**src/shared/mode_regs_pkg.sv**
```systemverilog
// mode register map, field layout, reset values and command codes
// shared by the device end, the controller end and the link interface
package mode_regs_pkg;

  // mode register addresses
  localparam logic [5:0] ADDR_SET_POINT_CONTROL = 6'h0D;
  localparam logic [5:0] ADDR_DQ_REFERENCE      = 6'h0E;
  localparam logic [5:0] ADDR_SEGMENT_MASK      = 6'h11;
  localparam logic [5:0] ADDR_COUNT_LOW         = 6'h12;
  localparam logic [5:0] ADDR_COUNT_HIGH        = 6'h13;

  // field positions
  localparam int SPC_WRITE_SELECT_BIT = 6;
  localparam int SPC_OPERATING_BIT    = 7;
  localparam int DQREF_RANGE_BIT      = 6;
  localparam int DQREF_CODE_MSB       = 5;
  localparam int SEG_TOP_MSB          = 7;
  localparam int SEG_TOP_LSB          = 6;

  // reset values
  localparam logic [7:0]  SET_POINT_CONTROL_RESET = 8'h00;
  localparam logic [7:0]  DQ_REFERENCE_RESET      = 8'h00;
  localparam logic [7:0]  SEGMENT_MASK_RESET      = 8'h00;
  localparam logic [15:0] OSC_COUNT_RESET         = 16'h0000;
  localparam logic [15:0] OSC_COUNT_LIMIT         = 16'hFFFF;
  localparam logic [7:0]  READ_FILL               = 8'h00;

  // last defined reference code; codes above are reserved
  localparam logic [5:0] VREF_CODE_LAST = 6'h32;

  // link commands
  typedef enum logic [1:0] {
    CMD_NONE      = 2'h0,
    CMD_WRITE     = 2'h1,
    CMD_READ      = 2'h2,
    CMD_START_OSC = 2'h3
  } cmd_kind_e;

endpackage : mode_regs_pkg

```
**src/shared/mode_reg_link_if.sv**
```systemverilog
// mode register command link between the controller and the device
// assumes both ends run on the same clock; no clocking block
`timescale 1ns/1ps
interface mode_reg_link_if import mode_regs_pkg::*; ();
  logic       cmd_valid;
  cmd_kind_e  cmd_kind;
  logic       cmd_channel;
  logic [5:0] cmd_address;
  logic [7:0] cmd_data;
  logic       rsp_valid;
  logic [7:0] rsp_data;

  modport device (
    input  cmd_valid,
    input  cmd_kind,
    input  cmd_channel,
    input  cmd_address,
    input  cmd_data,
    output rsp_valid,
    output rsp_data
  );

  modport controller (
    output cmd_valid,
    output cmd_kind,
    output cmd_channel,
    output cmd_address,
    output cmd_data,
    input  rsp_valid,
    input  rsp_data
  );
endinterface : mode_reg_link_if

```
**src/core/mode_reg_device.sv**
```systemverilog
// device end: reference setting, segment masks, oscillator count
// assumes one clock shared with the controller; oscillator tick and stop
// come from logic on the same clock
// tick is one pulse per oscillator event, stop may be a pulse or a level
`timescale 1ns/1ps

// Functional notes
// - six-bit code, 15.0% low, above 110010B reserved
// - bit 6 picks range, high 32.9..62.9%
// - one reference copy per frequency set point
// - segment mask write-only, 1 disables refresh
// - mask bit n governs segment of row top bits
// - each channel keeps own segment mask
// - controller zeroes top mask bits on odd densities
// - low count register returns count bits 7:0
// - high count register returns count bits 15:8
// - controller reads both counts and concatenates
// - start oscillator command clears both counts
// - controller may retune strobe phase from count
// - decode mask 11H, low 12H, high 13H
// - access only write-selected set point copy
// - operate from operating set point copy
module mode_reg_device
  import mode_regs_pkg::*;
(
  // clock and reset
  input  wire logic        i_clock,
  input  wire logic        i_reset,
  // link to controller
  mode_reg_link_if.device  link,
  // oscillator measurement
  input  wire logic        i_osc_tick,
  input  wire logic        i_osc_stop,
  output logic             o_osc_running,
  // refresh segment query
  input  wire logic        i_refresh_channel,
  input  wire logic [2:0]  i_refresh_row_top,
  output logic             o_refresh_allowed,
  // active settings
  output logic [5:0]       o_vref_code,
  output logic             o_vref_range,
  output logic             o_vref_reserved,
  output logic [15:0]      o_segment_masks
);

  typedef struct packed {
    // bit 6 write select, bit 7 operating select
    logic [7:0]      set_point_control;
    // one reference copy per frequency set point
    logic [1:0][7:0] dq_reference;
    // one segment mask per channel, indexed by channel
    logic [1:0][7:0] segment_mask;
    // oscillator measurement
    logic [15:0]     osc_count;
    logic            osc_running;
    // read answer towards the controller
    logic            rsp_valid;
    logic [7:0]      rsp_data;
    // registered copies of the live settings
    logic            refresh_allowed;
    logic [5:0]      vref_code;
    logic            vref_range;
    logic            vref_reserved;
  } device_state_s;

  // refresh allowed everywhere until a mask is written
  localparam device_state_s STATE_RESET = '{
    set_point_control: SET_POINT_CONTROL_RESET,
    dq_reference:      {DQ_REFERENCE_RESET, DQ_REFERENCE_RESET},
    segment_mask:      {SEGMENT_MASK_RESET, SEGMENT_MASK_RESET},
    osc_count:         OSC_COUNT_RESET,
    osc_running:       1'b0,
    rsp_valid:         1'b0,
    rsp_data:          READ_FILL,
    refresh_allowed:   1'b1,
    vref_code:         DQ_REFERENCE_RESET[DQREF_CODE_MSB:0],
    vref_range:        DQ_REFERENCE_RESET[DQREF_RANGE_BIT],
    vref_reserved:     1'b0
  };

  device_state_s state;
  device_state_s next_state;

  logic       write_select;
  logic       operating_select;
  logic       start_cmd;
  logic       stop_now;
  logic       count_enable;
  logic       count_at_limit;
  logic [7:0] active_reference;
  logic [5:0] active_code;
  logic [7:0] query_mask;
  logic       query_bit;

  always_comb begin
    next_state = state;
    next_state.rsp_valid = 1'b0;
    // selects come from the stored control register, so a write to it
    // steers the commands that follow it, not itself
    write_select = state.set_point_control[SPC_WRITE_SELECT_BIT];
    operating_select = state.set_point_control[SPC_OPERATING_BIT];
    start_cmd = link.cmd_valid && (link.cmd_kind == CMD_START_OSC);

    if (link.cmd_valid) begin
      unique case (link.cmd_kind)
        CMD_WRITE: begin
          unique case (link.cmd_address)
            ADDR_SET_POINT_CONTROL: begin
              next_state.set_point_control = link.cmd_data;
            end
            ADDR_DQ_REFERENCE: begin
              // reserved codes are simply stored
              next_state.dq_reference[write_select] =
                link.cmd_data;
            end
            ADDR_SEGMENT_MASK: begin
              next_state.segment_mask[link.cmd_channel] =
                link.cmd_data;
            end
            // count registers are read-only; other addresses ignored
            default: begin
            end
          endcase
        end
        CMD_READ: begin
          next_state.rsp_valid = 1'b1;
          unique case (link.cmd_address)
            ADDR_SET_POINT_CONTROL: begin
              next_state.rsp_data = state.set_point_control;
            end
            ADDR_DQ_REFERENCE: begin
              next_state.rsp_data =
                state.dq_reference[write_select];
            end
            ADDR_COUNT_LOW: begin
              next_state.rsp_data = state.osc_count[7:0];
            end
            ADDR_COUNT_HIGH: begin
              next_state.rsp_data = state.osc_count[15:8];
            end
            // write-only mask and unmapped addresses read as fill
            default: begin
              next_state.rsp_data = READ_FILL;
            end
          endcase
        end
        CMD_START_OSC: begin
          // a restart also drops a count left from an earlier run
          next_state.osc_count = OSC_COUNT_RESET;
          next_state.osc_running = 1'b1;
        end
        CMD_NONE: begin
          // idle cycle on the link
        end
      endcase
    end

    // stop has priority over a tick arriving in the same cycle
    stop_now = state.osc_running && !start_cmd && i_osc_stop;
    // a tick in the start cycle is dropped so the new count starts at zero
    count_enable = state.osc_running && !start_cmd && !i_osc_stop
                   && i_osc_tick;
    // saturate rather than wrap so a long run never reads small
    count_at_limit = (state.osc_count == OSC_COUNT_LIMIT);
    if (stop_now) begin
      next_state.osc_running = 1'b0;
    end
    if (count_enable && !count_at_limit) begin
      next_state.osc_count = 16'(state.osc_count + 16'h0001);
    end

    // active settings follow the operating set point copy
    active_reference = next_state.dq_reference[operating_select];
    active_code = active_reference[DQREF_CODE_MSB:0];
    next_state.vref_code = active_code;
    next_state.vref_range = active_reference[DQREF_RANGE_BIT];
    // reserved codes are flagged and stored, never clipped
    next_state.vref_reserved = (active_code > VREF_CODE_LAST);

    query_mask = state.segment_mask[i_refresh_channel];
    query_bit = query_mask[i_refresh_row_top];
    // a set mask bit turns refresh off for that segment
    next_state.refresh_allowed = !query_bit;
  end

  // every field has a constant reset value, read data included
  always_ff @(posedge i_clock or posedge i_reset) begin
    if (i_reset) begin
      state <= STATE_RESET;
    end else begin
      state <= next_state;
    end
  end

  // answer towards the controller
  assign link.rsp_valid    = state.rsp_valid;
  assign link.rsp_data     = state.rsp_data;

  // live settings and measurement state
  assign o_osc_running     = state.osc_running;
  assign o_refresh_allowed = state.refresh_allowed;
  assign o_vref_code       = state.vref_code;
  assign o_vref_range      = state.vref_range;
  assign o_vref_reserved   = state.vref_reserved;
  assign o_segment_masks   = state.segment_mask;

endmodule : mode_reg_device

```
**src/flat_wrapper.sv**
```systemverilog
// flat-port wrapper written by rule: the top's interface ports become plain ports
module mode_reg_device_flat import mode_regs_pkg::*;
  (i_clock, i_reset, i_osc_tick, i_osc_stop, o_osc_running, i_refresh_channel, i_refresh_row_top, o_refresh_allowed, o_vref_code, o_vref_range, o_vref_reserved, o_segment_masks, link_cmd_valid, link_cmd_kind, link_cmd_channel, link_cmd_address, link_cmd_data, link_rsp_valid, link_rsp_data);
  mode_reg_link_if link_i ();
  input  wire logic i_clock;
  input  wire logic i_reset;
  input  wire logic i_osc_tick;
  input  wire logic i_osc_stop;
  output logic o_osc_running;
  input  wire logic i_refresh_channel;
  input  wire logic [2:0] i_refresh_row_top;
  output logic o_refresh_allowed;
  output logic [5:0] o_vref_code;
  output logic o_vref_range;
  output logic o_vref_reserved;
  output logic [15:0] o_segment_masks;
  input wire logic [$bits(link_i.cmd_valid)-1:0] link_cmd_valid;
  input wire logic [$bits(link_i.cmd_kind)-1:0] link_cmd_kind;
  input wire logic [$bits(link_i.cmd_channel)-1:0] link_cmd_channel;
  input wire logic [$bits(link_i.cmd_address)-1:0] link_cmd_address;
  input wire logic [$bits(link_i.cmd_data)-1:0] link_cmd_data;
  output wire logic [$bits(link_i.rsp_valid)-1:0] link_rsp_valid;
  output wire logic [$bits(link_i.rsp_data)-1:0] link_rsp_data;
  assign link_i.cmd_valid = link_cmd_valid;
  assign link_i.cmd_kind = link_cmd_kind;
  assign link_i.cmd_channel = link_cmd_channel;
  assign link_i.cmd_address = link_cmd_address;
  assign link_i.cmd_data = link_cmd_data;
  assign link_rsp_valid = link_i.rsp_valid;
  assign link_rsp_data = link_i.rsp_data;
  mode_reg_device u_core (.i_clock(i_clock), .i_reset(i_reset), .link(link_i), .i_osc_tick(i_osc_tick), .i_osc_stop(i_osc_stop), .o_osc_running(o_osc_running), .i_refresh_channel(i_refresh_channel), .i_refresh_row_top(i_refresh_row_top), .o_refresh_allowed(o_refresh_allowed), .o_vref_code(o_vref_code), .o_vref_range(o_vref_range), .o_vref_reserved(o_vref_reserved), .o_segment_masks(o_segment_masks));
endmodule
```
**config.mk**
```make
export PLATFORM = sky130hd
export DESIGN_NAME = mode_reg_device_flat
export DESIGN_NICKNAME = d
export VERILOG_FILES = /design/src/shared/mode_regs_pkg.sv /design/src/shared/mode_reg_link_if.sv /design/src/core/mode_reg_device.sv /design/src/flat_wrapper.sv
export SDC_FILE = /design/constraint.sdc
export NUM_CORES = 1
export LEC_CHECK = 0
export ABC_AREA = 0
export BUFFER_PORTS_ARGS = -buffer_cell sky130_fd_sc_hd__buf_2
export CAP_MARGIN = 20
export CORE_UTILIZATION = 45
export CTS_CLUSTER_DIAMETER = 60
export DETAILED_ROUTE_END_ITERATION = 8
export PLACE_DENSITY = 0.66
export SETUP_SLACK_MARGIN = 0.15
export SLEW_MARGIN = 20
export SYNTH_ARGS = -nofsm -noshare
export SYNTH_HDL_FRONTEND = slang
export SYNTH_SLANG_ARGS = --single-unit
```
**constraint.sdc**
```tcl
create_clock -name i_clock -period 3 [get_ports i_clock]
set_clock_uncertainty 0.2 [all_clocks]
set_input_delay 0 -clock i_clock [delete_from_list [all_inputs] [get_ports i_clock]]
set_output_delay 0 -clock i_clock [all_outputs]
set_load 0.05 [all_outputs]
```
; ---- After elaboration in Yosys (flattened, before gate mapping)
; Index checks and enable logic that the tools add are counted.
; Widths: inputs -> output; s select.
[word_totals]
register_bits = 75
[classes]
add_sub_neg = 1
reduce_logical = 21
mux = 23
eq_ne = 9
n_lt_le_gt_ge = 8
[op_table]
columns = operator, count
row1 = $mux 58, 1
row2 = $mux 16, 3
row3 = $mux 8, 6
row4 = $bwmux 16, 2
row5 = $mux 32, 1
row6 = $pmux 8 s4, 1
row7 = $eq 6x5->1 const B, 3
row8 = $mux 17, 1
row9 = $add 16x1->16 const B, 1
row10 = $demux 8 s1, 2
row11 = $eq 16x16->1 const B, 1
row12 = $mux 7, 2
row13 = $eq 6x4->1 const B, 2
row14 = $mux 9, 1
row15 = $logic_and 1x1->1, 8
row16 = $lt 1x2->1 const B, 4
row17 = $reduce_bool 2->1, 4
row18 = $gt 6x6->1 const B, 1
row19 = $reduce_and 2->1, 3
row20 = $reduce_and 3->1, 2
row21 = $eq 2x2->1 const B, 2
row22 = $logic_not 1->1, 4
row23 = $lt 3x4->1 const B, 1
row24 = $bmux 1 s3, 1
row25 = other kinds (3), 5

; ---- Depth between registers and ports, before layout
[logic_depth]
word_depth = 11
ltp_mapped = 7

; ---- Worst setup path after synthesis
; Ideal clock, no wire load.
[synth_timing]
kind = register to register
startpoint = reg u_core.state[19] (netlist name)
endpoint = reg u_core.state[28] (netlist name)
path_stages_with_launch = 8
required_ps = 2676
synth_period_minus_slack_ps = 2143
slack_ps = 857
arrival_time_ps = 1819
path_cell_list = dfrtp_1 > ha_1 > nand3_2 > nor4_4 > a41oi_2 > buf_6 > and3_1 > a211o_1
[synth_via]
elab_chain_len = 5
elab_cells_between_ends = 8
cone_classes = add/sub (1) / eq/ne (1) / mux (1) / reduce/logical (5)
[synth_lines]
columns = element, line
row1 = "start, declared", mode_reg_device.sv:81  ; device_state_s state;
row2 = "start signal, assigned", mode_reg_device.sv:191  ; state <= next_state;
row3 = branches (longest 5 deep; another with $add 16x1->16), --
; Parallel ways; which one is timed is not known.
; A chain may end at the register's enable or synchronous reset.

; ---- Final worst setup path
[layout_timing]
startpoint = reg u_core.state[19] (netlist name)
endpoint = reg u_core.state[32] (netlist name)
; Same word-level chain as after synthesis.

==> impl_metrics.ini <==
[outcome]
status = complete, no violations

[logic_synthesis]
yosysUniqueCellTypes = 59
syn_inst = 338
syn-num-nets = 365
ys_seq_area_share_pct = 46.94
synth_ff_type = dfrtp_1
ys_ff_latch = 75
syn_area_per_cell_um2 = 11.84
synth_area_leader_cell = dfrtp_1
yosysTopAreaCellShare_pct = 46.28
synth_edf_count = 0
yosys_warnings = 0
async_flop_share_pct = 100.0
synthTopCellsByArea = dfrtp_1 (46%), mux2_1 (11%), buf_4 (5.6%), mux4_2 (2.8%), a221o_1 (2.3%)
synth_area_um2 = 4001

[timing]
setup_violations = 0
finalMaxSlewViolations = 0
finalCritPeriodShare_pct = 83.77
worst-slew-pin-transition_ns = 0.9368
period_minus_slack_ns = 2.513
relSlewSlack_pct = 37.55
rsz0062_at_grt = false
setup_tns_ns = 0
hold_viol_final = 0
fmax_ghz = 0.3979

[die]
start_util_pct = 46.11
die_width_um = 96.30
rows = 34
io_pins = 61
dieArea_um2 = 9273
dieHeight_um = 96.30
core_um2 = 8678

[pwr]
power_density_nw_per_um2 = 478.0
p_sw_mw = 0.5584
clockPowerShare_pct = 40.3
seq_power_share_pct = 49.0
internal_power_mw = 1.611
switching_share_pct = 25.74
combPwrFrac_pct = 10.7
power.total_mw = 2.170
cellLeakagePower_nw = 2.341
max-vdd-ir-drop_uv = 239.4

[run]
max_cap_viol_count = 0

[clock_tree]
cts_buffers = 9
clkLatencyLatePin_ns = 0.35
post_cts_buffers = 0
cts_tree = yes
clock-sinks = 75
hold_buffers = 15
htree_levels = 3
clkTransAtPathRegs_ns = 0.08
cts_root_buf = clkbuf_8
cts_resized = 0
cts_buffer_depth = 2

[global_routing]
grt.overflow.total = 0
grt_first_pass_wirelength_um = 14440
first_global_vias = 2696
grt_max_degree = 76
grt.total_usage_pct = 21.30
antenna_found_initial = 0

[setup_path]
reg2reg_from = u_core.state[19]
crit_slowest_cell = dfrtp_1
crit_required_ns = 3.04
crit_path_cell_trace = ha_1 > nand3_2 > nor4_4 > a41oi_2 > and3_2 > a211o_1
reg2reg_setup_slack_ns = 0.49
arrival_ns = 2.55
max_stage_delay_ns = 0.43
critical_path.startpoint = u_core.state[19]
endpoint_kind = flip-flop
path_max_fanout = 12
worst-setup-path-type = reg2reg
reg2reg_depth = 6
start_kind = flip-flop

[hold_path]
min_path_cells = 4
hold_class = in2reg
hold_start = link_cmd_valid

[routing]
firstDrtPassIters = 5
vias = 2869
viasPerCell = 5.761
drt_iter0_drc = 199
ant_nets = 0
drt_wl_total_um = 8918
wire_per_inst_um = 17.91
drc = 0

[cells_and_area]
areaGrowthSynthToFinish_pct = 13.45
register_area_um2 = 1878
num-fill-cells = 774
multi_input_area_um2 = 1797
nets = 412
n_antenna_cell = 0
layout-drive-gt1-share_pct = 27.18
design_area_um2 = 4539

[place]
gp_congestion = 0.8365
io_buffer_count = 60
hpwl_um = 6163
dpl_cell_area_um2 = 4163
[worst max-delay path: cells and delay by family, from the launching register on]
family,cells,cell delay (ns)
AOI/OAI and AO/OA,2,0.64
adders and majority gates,1,0.22
DFF,1,0.43
and+or+nand+nor,3,0.90
[synthesized netlist by cell type, types with 8 or more instances]
cell type and number:
dfrtp_1 74, mux2_1 39, buf_4 30, nand2_1 13
nor2_1 13, a211o_1 10, nor3_1 10, a221o_1 9
a22o_1 9, nand3_1 9, and3_1 8, nor3b_1 8
[path summary, 6_finish.rpt]
kind | end
max | u_core.state[32]
min | u_core.state[21]
max reg2reg | u_core.state[32]
min reg2reg | flip-flop
max in group asynchronous | u_core.state[70]
min in group asynchronous | u_core.state[26]
[through the flow]
stage / instances / hold WS (ns) / setup WS, ns / util, %
6_report: 498 / 0.01986 / 0.4868 / 52.31
5_1_grt: 498 / 0.04621 / 0.3154 / 52.31
4_1_cts: 498 / 0.002974 / 0.4770 / 52.31
3_5_place_dp: 467 / 0.01615 / 0.4793 / 47.97
3_3_place_gp: 467 / -0.01222 / 0.6072 / 47.97
2_1_floorplan: 338 / -0.1036 / 0.8571 / -
[layout by cell type, fill, tap and decap left out, drive strengths merged, types with 3 or more instances in the layout]
master | synthesis | routed
nor2 | 14 | 14
o211a | 3 | 3
a21oi | 3 | 3
dlygate4sd3 | 0 | 15
dfrtp | 74 | 74
a22o | 9 | 9
a221o | 9 | 9
and2 | 3 | 3
nor3b | 8 | 8
mux2 | 45 | 45
o21ai | 6 | 6
a21o | 3 | 3
mux4 | 5 | 5
nor3 | 10 | 10
nand3 | 10 | 10
and4 | 3 | 3
a211o | 10 | 10
nand2 | 13 | 13
nand3b | 3 | 3
buf | 40 | 64
nor2b | 6 | 6
clkbuf | 3 | 10
and3 | 9 | 9
inv | 6 | 6
mux2i | 7 | 7
o32ai | 3 | 3
nor4 | 7 | 7
nand4 | 3 | 3
[power by group through the flow]
stage / Clock [mW] / Combinational, mW / Sequential (mW)
final: 0.874 / 0.232 / 1.06
after floorplan: 0 / 0.157 / 1.09
after global routing: 0.936 / 0.254 / 1.07
after detailed placement: 0 / 0.217 / 1.08
after CTS: 0.890 / 0.233 / 1.06
after global placement: 0 / 0.214 / 1.08
[routing by layer]
| layer | routed length (um) | vias to the layer above | global-route usage, % | part of all wire (%) |
|---|---|---|---|---|
| li1 | - | 1337 | - | - |
| met1 | 4307 | 1432 | 32.28 | 48 |
| met2 | 4064 | 86 | 29.49 | 46 |
| met3 | 394 | 14 | 4.107 | 4.4 |
| met4 | 153 | 0 | 8.456 | 1.7 |
| met5 | 0 | - | 0 | 0 |
[cell type report]
type                            count  share of cell area (%)
Inverter                            6                  0.4961
Timing Repair Buffer               79                   10.58
Clock inverter                      6                   1.957
Clock buffer                       10                   3.032
Sequential cell                    75                   41.37
Tap cell                          108                   2.977
Multi-Input combinational cell    214                   39.58
[kinds of logic after synthesis]
logic type / count (synthesis) / synth area share, %
and+or+nand+nor: 99 / 15.29
DFF: 75 / 46.94
muxes: 57 / 17.23
AOI/OAI and AO/OA: 55 / 11.63
buffers and inverters: 49 / 8.161
xor gates and xnor gates: 2 / 0.4379
adders and majority gates: 1 / 0.3126
No activity file was read; power rests on OpenSTA's default activity.
